**config.mk**
```make
export PLATFORM = sky130hd
export DESIGN_NAME = ppfs_top
export DESIGN_NICKNAME = d
export VERILOG_FILES = /design/src/rtl/ppfs_pkg.sv /design/src/rtl/ppfs_ahb_front.sv /design/src/rtl/ppfs_top.sv
export SDC_FILE = /design/constraint.sdc
export NUM_CORES = 1
export LEC_CHECK = 0
export BUFFER_PORTS_ARGS = -buffer_cell sky130_fd_sc_hd__clkbuf_2
export CAP_MARGIN = 0
export CORE_MARGIN = 3
export CORE_UTILIZATION = 40
export DETAILED_ROUTE_END_ITERATION = 6
export PLACE_DENSITY = 0.65
export SLEW_MARGIN = 20
export SYNTH_ARGS = -nofsm -noshare
export SYNTH_HDL_FRONTEND = slang
export SYNTH_SLANG_ARGS = --single-unit
```
**constraint.sdc**
```tcl
create_clock -name mclk_in -period 2.11 [get_ports mclk_in]
set_input_delay 0.211 -clock mclk_in [delete_from_list [all_inputs] [get_ports mclk_in]]
set_output_delay 0.211 -clock mclk_in [all_outputs]
set_load 0.03 [all_outputs]
```
**src/rtl/ppfs_pkg.sv**
```systemverilog
// Package: register map, field positions, reset values and widths of the pin-function block
package ppfs_pkg;
  // ==========================================================================
  // Widths
  localparam int ADDR_W = 8;
  localparam int DATA_W = 32;
  localparam int LOW_PINS = 6;
  localparam int PORT_PINS = 8;

  // ==========================================================================
  // Register byte offsets (one aligned word each)
  localparam logic [7:0] OFS_LOW_DIR = 8'h00;
  localparam logic [7:0] OFS_LOW_DATA = 8'h04;
  localparam logic [7:0] OFS_MODE_CTRL = 8'h08;
  localparam logic [7:0] OFS_FUNC_CTRL = 8'h0C;
  localparam logic [7:0] OFS_INT_SEL = 8'h10;
  localparam logic [7:0] OFS_P2_DIR = 8'h14;
  localparam logic [7:0] OFS_P2_DATA = 8'h18;
  localparam logic [7:0] OFS_P2_STATE = 8'h1C;

  // ==========================================================================
  // Field positions
  localparam int EXP_EN_BIT = 0;
  localparam int ADDR_OE_BIT = 0;

  // ==========================================================================
  // Reset values and fixed answers
  localparam logic [5:0] LOW_RST = 6'h00;
  localparam logic [5:0] INT_SEL_RST = 6'h00;
  localparam logic [7:0] PORT_RST = 8'h00;
  localparam logic [5:0] IRQ_IDLE = 6'h3F;
  localparam logic [31:0] WO_READ_VALUE = 32'h0000_0000;
  localparam logic [31:0] UNMAPPED_READ = 32'h0000_0000;
  localparam logic [1:0] HTRANS_NONSEQ = 2'h2;
  localparam logic HRESP_OKAY = 1'h0;
endpackage

```
**src/rtl/ppfs_ahb_front.sv**
```systemverilog
// AHB-Lite slave front end: address phase capture, write strobe and read wait state
`timescale 1ns/1ns
module ppfs_ahb_front (
  input wire logic mclk_in,
  input wire logic arst_n_in,
  input wire logic hsel_in,
  input wire logic [ppfs_pkg::ADDR_W-1:0] haddr_in,
  input wire logic [1:0] htrans_in,
  input wire logic hwrite_in,
  input wire logic hready_in,
  output logic hreadyout_out,
  output logic wr_pend_out,
  output logic rd_pend_out,
  output logic [ppfs_pkg::ADDR_W-1:0] addr_out
);
  typedef struct packed {
    logic ready;
    logic wr_pend;
    logic rd_pend;
    logic [ppfs_pkg::ADDR_W-1:0] addr;
  } ppfs_front_type;

  ppfs_front_type s_q;
  ppfs_front_type s_d;
  logic accept;

  // ==========================================================================
  // Address phase decode
  // Only NONSEQ is taken; single word transfers, so size is not checked
  assign accept = hsel_in && (htrans_in == ppfs_pkg::HTRANS_NONSEQ) && hready_in;

  // Reads take one wait state so a write in the previous data phase is visible
  always_comb begin
    s_d = s_q;
    s_d.wr_pend = accept && hwrite_in;
    s_d.rd_pend = accept && !hwrite_in;
    s_d.ready = !(accept && !hwrite_in);
    if (accept) begin
      s_d.addr = haddr_in;
    end
  end

  // State register
  always_ff @(posedge mclk_in or negedge arst_n_in) begin
    if (!arst_n_in) begin
      s_q <= '{ready: 1'b1, wr_pend: 1'b0, rd_pend: 1'b0, addr: '0};
    end else begin
      s_q <= s_d;
    end
  end

  assign hreadyout_out = s_q.ready;
  assign wr_pend_out = s_q.wr_pend;
  assign rd_pend_out = s_q.rd_pend;
  assign addr_out = s_q.addr;

  // Every read is answered after exactly one low ready cycle
  AST_READ_WAIT: assert property (@(posedge mclk_in) disable iff (!arst_n_in)
    accept && !hwrite_in |=> !hreadyout_out ##1 hreadyout_out)
    else $error("read wait state not one cycle");
endmodule // ppfs_ahb_front

```
**src/rtl/ppfs_top.sv**
```systemverilog
// Pin-function select for the six low pins of one port, plus a full second port
`timescale 1ns/1ns
module ppfs_top #(
  parameter int LOW_PINS = ppfs_pkg::LOW_PINS,
  parameter int PORT_PINS = ppfs_pkg::PORT_PINS
) (
  input wire logic mclk_in,
  input wire logic arst_n_in,
  // AHB-Lite slave
  input wire logic hsel_in,
  input wire logic [ppfs_pkg::ADDR_W-1:0] haddr_in,
  input wire logic [1:0] htrans_in,
  input wire logic hwrite_in,
  input wire logic hready_in,
  input wire logic [ppfs_pkg::DATA_W-1:0] hwdata_in,
  output logic hreadyout_out,
  output logic hresp_out,
  output logic [ppfs_pkg::DATA_W-1:0] hrdata_out,
  // Low pins of the first port
  input wire logic [LOW_PINS-1:0] low_pin_in,
  output logic [LOW_PINS-1:0] low_pin_out,
  output logic [LOW_PINS-1:0] low_pin_oe_out,
  input wire logic [LOW_PINS-1:0] ext_addr_in,
  output logic [LOW_PINS-1:0] ext_int_req_n_out,
  // Second port pins
  input wire logic [PORT_PINS-1:0] second_port_pin_in,
  output logic [PORT_PINS-1:0] second_port_pin_out,
  output logic [PORT_PINS-1:0] second_port_pin_oe_out
);
  typedef struct packed {
    logic [LOW_PINS-1:0] low_dir;
    logic [LOW_PINS-1:0] low_data;
    logic exp_en;
    logic addr_oe;
    logic [LOW_PINS-1:0] int_sel;
    logic [PORT_PINS-1:0] p2_dir;
    logic [PORT_PINS-1:0] p2_data;
    logic [ppfs_pkg::DATA_W-1:0] rdata;
    logic [LOW_PINS-1:0] low_out;
    logic [LOW_PINS-1:0] low_oe;
    logic [LOW_PINS-1:0] irq_n;
    logic [PORT_PINS-1:0] p2_out;
    logic [PORT_PINS-1:0] p2_oe;
  } ppfs_state_type;

  ppfs_state_type s_q;
  ppfs_state_type s_d;
  logic wr_pend;
  logic rd_pend;
  logic [ppfs_pkg::ADDR_W-1:0] addr;
  logic wr_en;
  logic addr_mode;
  logic [PORT_PINS-1:0] p2_state;
  logic [ppfs_pkg::DATA_W-1:0] rd_mux;
  logic [LOW_PINS-1:0] low_oe_d;
  logic [LOW_PINS-1:0] low_out_d;
  logic [LOW_PINS-1:0] irq_n_d;

  // ==========================================================================
  // Bus front end
  ppfs_ahb_front u_front (
    .mclk_in(mclk_in),
    .arst_n_in(arst_n_in),
    .hsel_in(hsel_in),
    .haddr_in(haddr_in),
    .htrans_in(htrans_in),
    .hwrite_in(hwrite_in),
    .hready_in(hready_in),
    .hreadyout_out(hreadyout_out),
    .wr_pend_out(wr_pend),
    .rd_pend_out(rd_pend),
    .addr_out(addr)
  );

  // Write data is taken in the data phase, which is never stretched
  assign wr_en = wr_pend && hready_in;

  // ==========================================================================
  // Read path
  // Pin state mixes latched data for outputs and the live pin for inputs
  assign p2_state = (s_q.p2_dir & s_q.p2_data) | (~s_q.p2_dir & second_port_pin_in);
  assign addr_mode = s_q.exp_en && s_q.addr_oe;

  // Direction registers are write-only; reads never expose the stored bits
  always_comb begin
    rd_mux = ppfs_pkg::UNMAPPED_READ;
    case (addr)
      ppfs_pkg::OFS_LOW_DIR: rd_mux = ppfs_pkg::WO_READ_VALUE;
      ppfs_pkg::OFS_LOW_DATA: rd_mux = {26'h0, s_q.low_data};
      ppfs_pkg::OFS_MODE_CTRL: rd_mux = {31'h0, s_q.exp_en};
      ppfs_pkg::OFS_FUNC_CTRL: rd_mux = {31'h0, s_q.addr_oe};
      ppfs_pkg::OFS_INT_SEL: rd_mux = {26'h0, s_q.int_sel};
      ppfs_pkg::OFS_P2_DIR: rd_mux = ppfs_pkg::WO_READ_VALUE;
      ppfs_pkg::OFS_P2_DATA: rd_mux = {24'h0, s_q.p2_data};
      ppfs_pkg::OFS_P2_STATE: rd_mux = {24'h0, p2_state};
      default: rd_mux = ppfs_pkg::UNMAPPED_READ;
    endcase
  end

  // ==========================================================================
  // Next state: register writes and registered pin drive
  always_comb begin
    s_d = s_q;
    if (wr_en) begin
      case (addr)
        ppfs_pkg::OFS_LOW_DIR: s_d.low_dir = hwdata_in[LOW_PINS-1:0];
        ppfs_pkg::OFS_LOW_DATA: s_d.low_data = hwdata_in[LOW_PINS-1:0];
        ppfs_pkg::OFS_MODE_CTRL: s_d.exp_en = hwdata_in[ppfs_pkg::EXP_EN_BIT];
        ppfs_pkg::OFS_FUNC_CTRL: s_d.addr_oe = hwdata_in[ppfs_pkg::ADDR_OE_BIT];
        ppfs_pkg::OFS_INT_SEL: s_d.int_sel = hwdata_in[LOW_PINS-1:0];
        ppfs_pkg::OFS_P2_DIR: s_d.p2_dir = hwdata_in[PORT_PINS-1:0];
        ppfs_pkg::OFS_P2_DATA: s_d.p2_data = hwdata_in[PORT_PINS-1:0];
        default: s_d.rdata = s_q.rdata;
      endcase
    end
    // Read data loads in the wait state, after any earlier write landed
    if (rd_pend) begin
      s_d.rdata = rd_mux;
    end
    // Second port: internal direction copy sets the enables
    s_d.p2_oe = s_q.p2_dir;
    s_d.p2_out = s_q.p2_data;
    // Low pin drive, enable and request levels come from the per-pin loop below
    s_d.low_oe = low_oe_d;
    s_d.low_out = low_out_d;
    s_d.irq_n = irq_n_d;
  end

  // Per low pin: address output overrides direction, request routed unless deselected
  for (genvar n = 0; n < LOW_PINS; n++) begin : g_low
    // Plain nets here keep the next-state copy owned by a single process
    assign low_oe_d[n] = addr_mode || s_q.low_dir[n];
    assign low_out_d[n] = addr_mode ? ext_addr_in[n] : s_q.low_data[n];
    assign irq_n_d[n] = s_q.int_sel[n] ? 1'b1 : low_pin_in[n];
  end

  // State register; the pin outputs come straight from it
  always_ff @(posedge mclk_in or negedge arst_n_in) begin
    if (!arst_n_in) begin
      s_q <= '{low_dir: ppfs_pkg::LOW_RST, low_data: ppfs_pkg::LOW_RST, exp_en: 1'b0,
               addr_oe: 1'b0, int_sel: ppfs_pkg::INT_SEL_RST, p2_dir: ppfs_pkg::PORT_RST,
               p2_data: ppfs_pkg::PORT_RST, rdata: '0, low_out: ppfs_pkg::LOW_RST,
               low_oe: ppfs_pkg::LOW_RST, irq_n: ppfs_pkg::IRQ_IDLE,
               p2_out: ppfs_pkg::PORT_RST, p2_oe: ppfs_pkg::PORT_RST};
    end else begin
      s_q <= s_d;
    end
  end

  assign hrdata_out = s_q.rdata;
  assign hresp_out = ppfs_pkg::HRESP_OKAY;
  assign low_pin_out = s_q.low_out;
  assign low_pin_oe_out = s_q.low_oe;
  assign ext_int_req_n_out = s_q.irq_n;
  assign second_port_pin_out = s_q.p2_out;
  assign second_port_pin_oe_out = s_q.p2_oe;

  // ==========================================================================
  // Checks
  AST_GPIO_NO_EXP: assert property (@(posedge mclk_in) disable iff (!arst_n_in)
    !s_q.exp_en |=> low_pin_oe_out == $past(s_q.low_dir) && low_pin_out == $past(s_q.low_data))
    else $error("low pins not general purpose with expansion off");

  AST_GPIO_EXP_NOADDR: assert property (@(posedge mclk_in) disable iff (!arst_n_in)
    s_q.exp_en && !s_q.addr_oe |=> low_pin_oe_out == $past(s_q.low_dir))
    else $error("low pins not general purpose with address output off");

  AST_ADDR_DRIVE: assert property (@(posedge mclk_in) disable iff (!arst_n_in)
    s_q.exp_en && s_q.addr_oe |=> &low_pin_oe_out)
    else $error("address mode did not enable all low pins");

  AST_ADDR_BITS: assert property (@(posedge mclk_in) disable iff (!arst_n_in)
    addr_mode |=> low_pin_out == $past(ext_addr_in))
    else $error("address bit on wrong pin");

  AST_IRQ_ROUTE: assert property (@(posedge mclk_in) disable iff (!arst_n_in)
    arst_n_in |=> (ext_int_req_n_out & ~$past(s_q.int_sel)) ==
      ($past(low_pin_in) & ~$past(s_q.int_sel)))
    else $error("selected pin level not routed to request");

  AST_IRQ_BLOCK: assert property (@(posedge mclk_in) disable iff (!arst_n_in)
    1'b1 |=> (ext_int_req_n_out & $past(s_q.int_sel)) == $past(s_q.int_sel))
    else $error("deselected pin reached request");

  AST_SEL_WRITE: assert property (@(posedge mclk_in) disable iff (!arst_n_in)
    wr_en && addr == ppfs_pkg::OFS_INT_SEL |=> s_q.int_sel == $past(hwdata_in[LOW_PINS-1:0]))
    else $error("select register write lost");

  AST_P2_DIR: assert property (@(posedge mclk_in) disable iff (!arst_n_in)
    wr_en && addr == ppfs_pkg::OFS_P2_DIR |=> ##1 second_port_pin_oe_out == $past(hwdata_in[7:0], 2))
    else $error("second port enable does not follow direction write");

  AST_P2_DIR_HIDDEN: assert property (@(posedge mclk_in) disable iff (!arst_n_in)
    rd_pend && addr == ppfs_pkg::OFS_P2_DIR |=> hrdata_out == ppfs_pkg::WO_READ_VALUE)
    else $error("direction register read back");

  AST_P2_STATE: assert property (@(posedge mclk_in) disable iff (!arst_n_in)
    rd_pend && addr == ppfs_pkg::OFS_P2_STATE |=> hrdata_out[7:0] ==
      (($past(s_q.p2_dir) & $past(s_q.p2_data)) | (~$past(s_q.p2_dir) & $past(second_port_pin_in))))
    else $error("pin state read wrong");

  AST_P2_DATA: assert property (@(posedge mclk_in) disable iff (!arst_n_in)
    wr_en && addr == ppfs_pkg::OFS_P2_DATA |=> ##1 second_port_pin_out == $past(hwdata_in[7:0], 2))
    else $error("second port data not driven");

  AST_P2_DATA_READ: assert property (@(posedge mclk_in) disable iff (!arst_n_in)
    rd_pend && addr == ppfs_pkg::OFS_P2_DATA |=>
      hrdata_out[PORT_PINS-1:0] == $past(s_q.p2_data))
    else $error("second port data read back wrong");
endmodule // ppfs_top

```
==> results.ini <==
[run_status]
outcome = completed

[timing]
rsz0062_at_grt = no
relSlewSlack_pct = 65.8
final.setup.tns_ps = 0
tightest_slew_ps = 514
finalCritPeriodShare_pct = 93.3
timing.fmax_mhz = 508
setup-violations-final = 0
clock_skew_ps = 11.7
hold_viol_final = 0
final_max_slew_viol_count = 0
fin_crit_ps = 1970

[power]
cellPowerDensity_nw_per_um2 = 790
p_leak_uw = 0.00242
peakVddDrop_v = 0.000377

[cts]
cts.path.max_buffers = 2
numCtsBuffers = 9
cts_setup_buffers = 0
cts_tree = built
clk_latency_ps = 350
clk_pin_slew_ps = 90
htree_num_levels = 3
cts_root_buffer = clkbuf_8
clock-sinks = 89

[setup_path]
critPathMaxFanout = 6
r2r_cells = 4
cp-start-kind = flop
path_class = reg2reg
r2r-end = s_q[85]
rrSetupSlack_ps = 140
cp.required_ps = 2340
cp-end-kind = flop
reg2reg_from = u_front.addr_out[5]
crit_arrival_ps = 2200

[synthesis]
synth_top_family_by_area = multiplexers
synth_compound_area_share_pct = 3.89
yosys.area_share.simple_pct = 7.59
yosys_warnings = 0
yosys-top-cells-area = dfrtp_1, buf_4, mux2_4
synth-xor-area-share_pct = 0
synth_mux_area_share_pct = 18.8
seq_area_frac_synth_pct = 55.6
synth_top_area_cell = dfrtp_1
synth_area_um2 = 4020
yosys.area.top_type_share_pct = 51.0
yosys.area_share.adder_pct = 0
synthesis.instances = 295
syn_area_per_cell_um2 = 13.6
ys_types = 37
ys_ff_latch = 89

[global_route]
grtUsageTotal_pct = 13.6
grt_pass1_vias = 2283
grt_max_degree = 51
grt_pass1_wl_um = 11700
antenna_found_initial = 0
overflow = 0

[finish]
area_growth_pct = 11.0
final_common_cell = clkbuf_2
layout.nets = 419
mostFrequentLayoutCells = clkbuf_2, dfrtp_1, mux2_2, conb_1, mux2_4
antenna_cells = 0
drive_gt1_share_pct = 48.2
final_cell_area_um2 = 4460

[die]
core_area_um2 = 9500
ioPinCount = 135
floorplan.initialDensity_pct = 42.3
die_h_um = 106
die_x_um = 106
rows = 35
die_area_um2 = 11300

[drt]
num_vias = 2264
ant_nets = 0
routed_wl_um = 7380
wl_per_cell_um = 15.2
drt_iter0_drc = 44
via_per_inst = 4.66
dr.pass1.iters = 4
post-route-drc-count = 0

[placed_design]
hpwl_um = 5530
postPlaceCellArea_um2 = 4250
portBuffers = 85
gp_congestion = 0.725

[hold_path]
hold_class = in2reg
hold-path-cell-count = 2
min_to = ext_int_req_n_out[5]
min-delay-start = low_pin_in[5]

[flow_run]
maxCapViolations = 0

[power by group]
group / switching (uW) / internal (uW) / total [uW] / leakage (uW)
sequential: 60.8 / 1790 / 1850 / 0.00120
combinational: 310 / 187 / 497 / 0.00112
clock: 569 / 610 / 1180 / 0.000103
total: 939 / 2590 / 3530 / 0.00242
[Yosys cell counts]
master,instances
a21o_1,4
a21oi_1,1
a22o_1,1
a22oi_1,4
and2b_1,1
buf_2,2
buf_4,67
buf_6,2
clkbuf_1,3
conb_1,1
dfrtp_1,82
dfstp_2,7
inv_1,4
mux2_1,4
mux2_2,25
mux2_4,22
mux2i_1,10
nand2_1,4
nand2b_1,12
nand3_1,2
nand3b_1,1
nand4_1,1
nand4b_1,2
nor2_1,2
nor2b_1,2
nor3_1,2
nor3_4,2
nor4b_1,2
nor4b_2,1
o2111ai_1,1
o211ai_1,1
o22a_1,1
o22ai_1,5
o2bb2ai_1,3
or2_2,6
or3_1,4
or3b_1,1
[through the flow]
stage / worst slack, ps / instances / total power, uW / utilization [%] / hold WS (ps)
final: 141 / 486 / 3530 / 47.0 / 49.6
after global placement: 164 / 469 / 2380 / 44.8 / 211
after global routing: 69.0 / 486 / 3690 / 47.0 / 38.8
after detailed placement: 138 / 469 / 2390 / 44.8 / 220
after floorplan: 379 / 319 / 2270 / - / -84.6
after CTS: 119 / 486 / 3570 / 47.0 / 34.8
[cells by family (layout without fill, tap and decap cells)]
kind of cell,count (synthesis),after routing
DFF,89,89
buffers and inverters,78,116
muxes,61,61
and+or+nand+nor,45,45
AOI/OAI and AO/OA,21,21
other,1,25
[sequential cells by signal (all words and copies together), names as in the netlist]
register and count:
u_front.hreadyout_out 1, s_q 20, second_port_pin_out 8, u_front.rd_pend_out 1, s_d 16, hrdata_out 8, u_front.wr_pend_out 1, u_front.addr_out 8
ext_int_req_n_out 6, second_port_pin_oe_out 8, low_pin_out 6, low_pin_oe_out 6
[layer usage]
layer  part of all wire, %  global-route usage (%)  wire length, um  vias to the layer above
met5                     0                       0                0                        -
met4                   1.4                    4.72              106                        0
li1                      -                       -                -                     1036
met1                    44                    17.5             3250                     1136
met2                    48                    21.9             3520                       82
met3                   6.8                    3.95              500                       10
[critical path, cell delays in order (launching register included)]
cell     delay, ps
dfrtp_1        410
nor4b_2        350
nand3_1        170
or3_1          560
mux2_4         360
[repair_timing]
item / CTS / global route
endpoints found under the setup margin: 0 / 0
endpoints found under the hold margin: 34 / 0
resized for setup: 0 / 0
hold buffers: 1 / 0
[how the worst max path moves through the flow]
stage	start	cells after the start	end	slack, ps
floorplan	u_front.addr_out[1]	4	s_d[0]	380
global placement	u_front.addr_out[5]	4	s_q[84]	160
detailed placement	u_front.addr_out[5]	4	s_q[82]	140
CTS	u_front.addr_out[5]	4	s_q[84]	120
global route	u_front.addr_out[5]	4	s_q[84]	70
finish	u_front.addr_out[5]	4	s_q[85]	140
[cell type report]
| type | instances | area, um^2 |
|---|---|---|
| fillers | 891 | 5040 |
| flip-flops and latches | 89 | 2240 |
| multi-input cells | 152 | 1310 |
| repair buffers | 96 | 538 |
| well taps | 129 | 161 |
| clock buffers | 13 | 159 |
| clock inverters | 3 | 40.0 |
| inverters | 4 | 15.0 |
(Power assumes the default switching activity.)
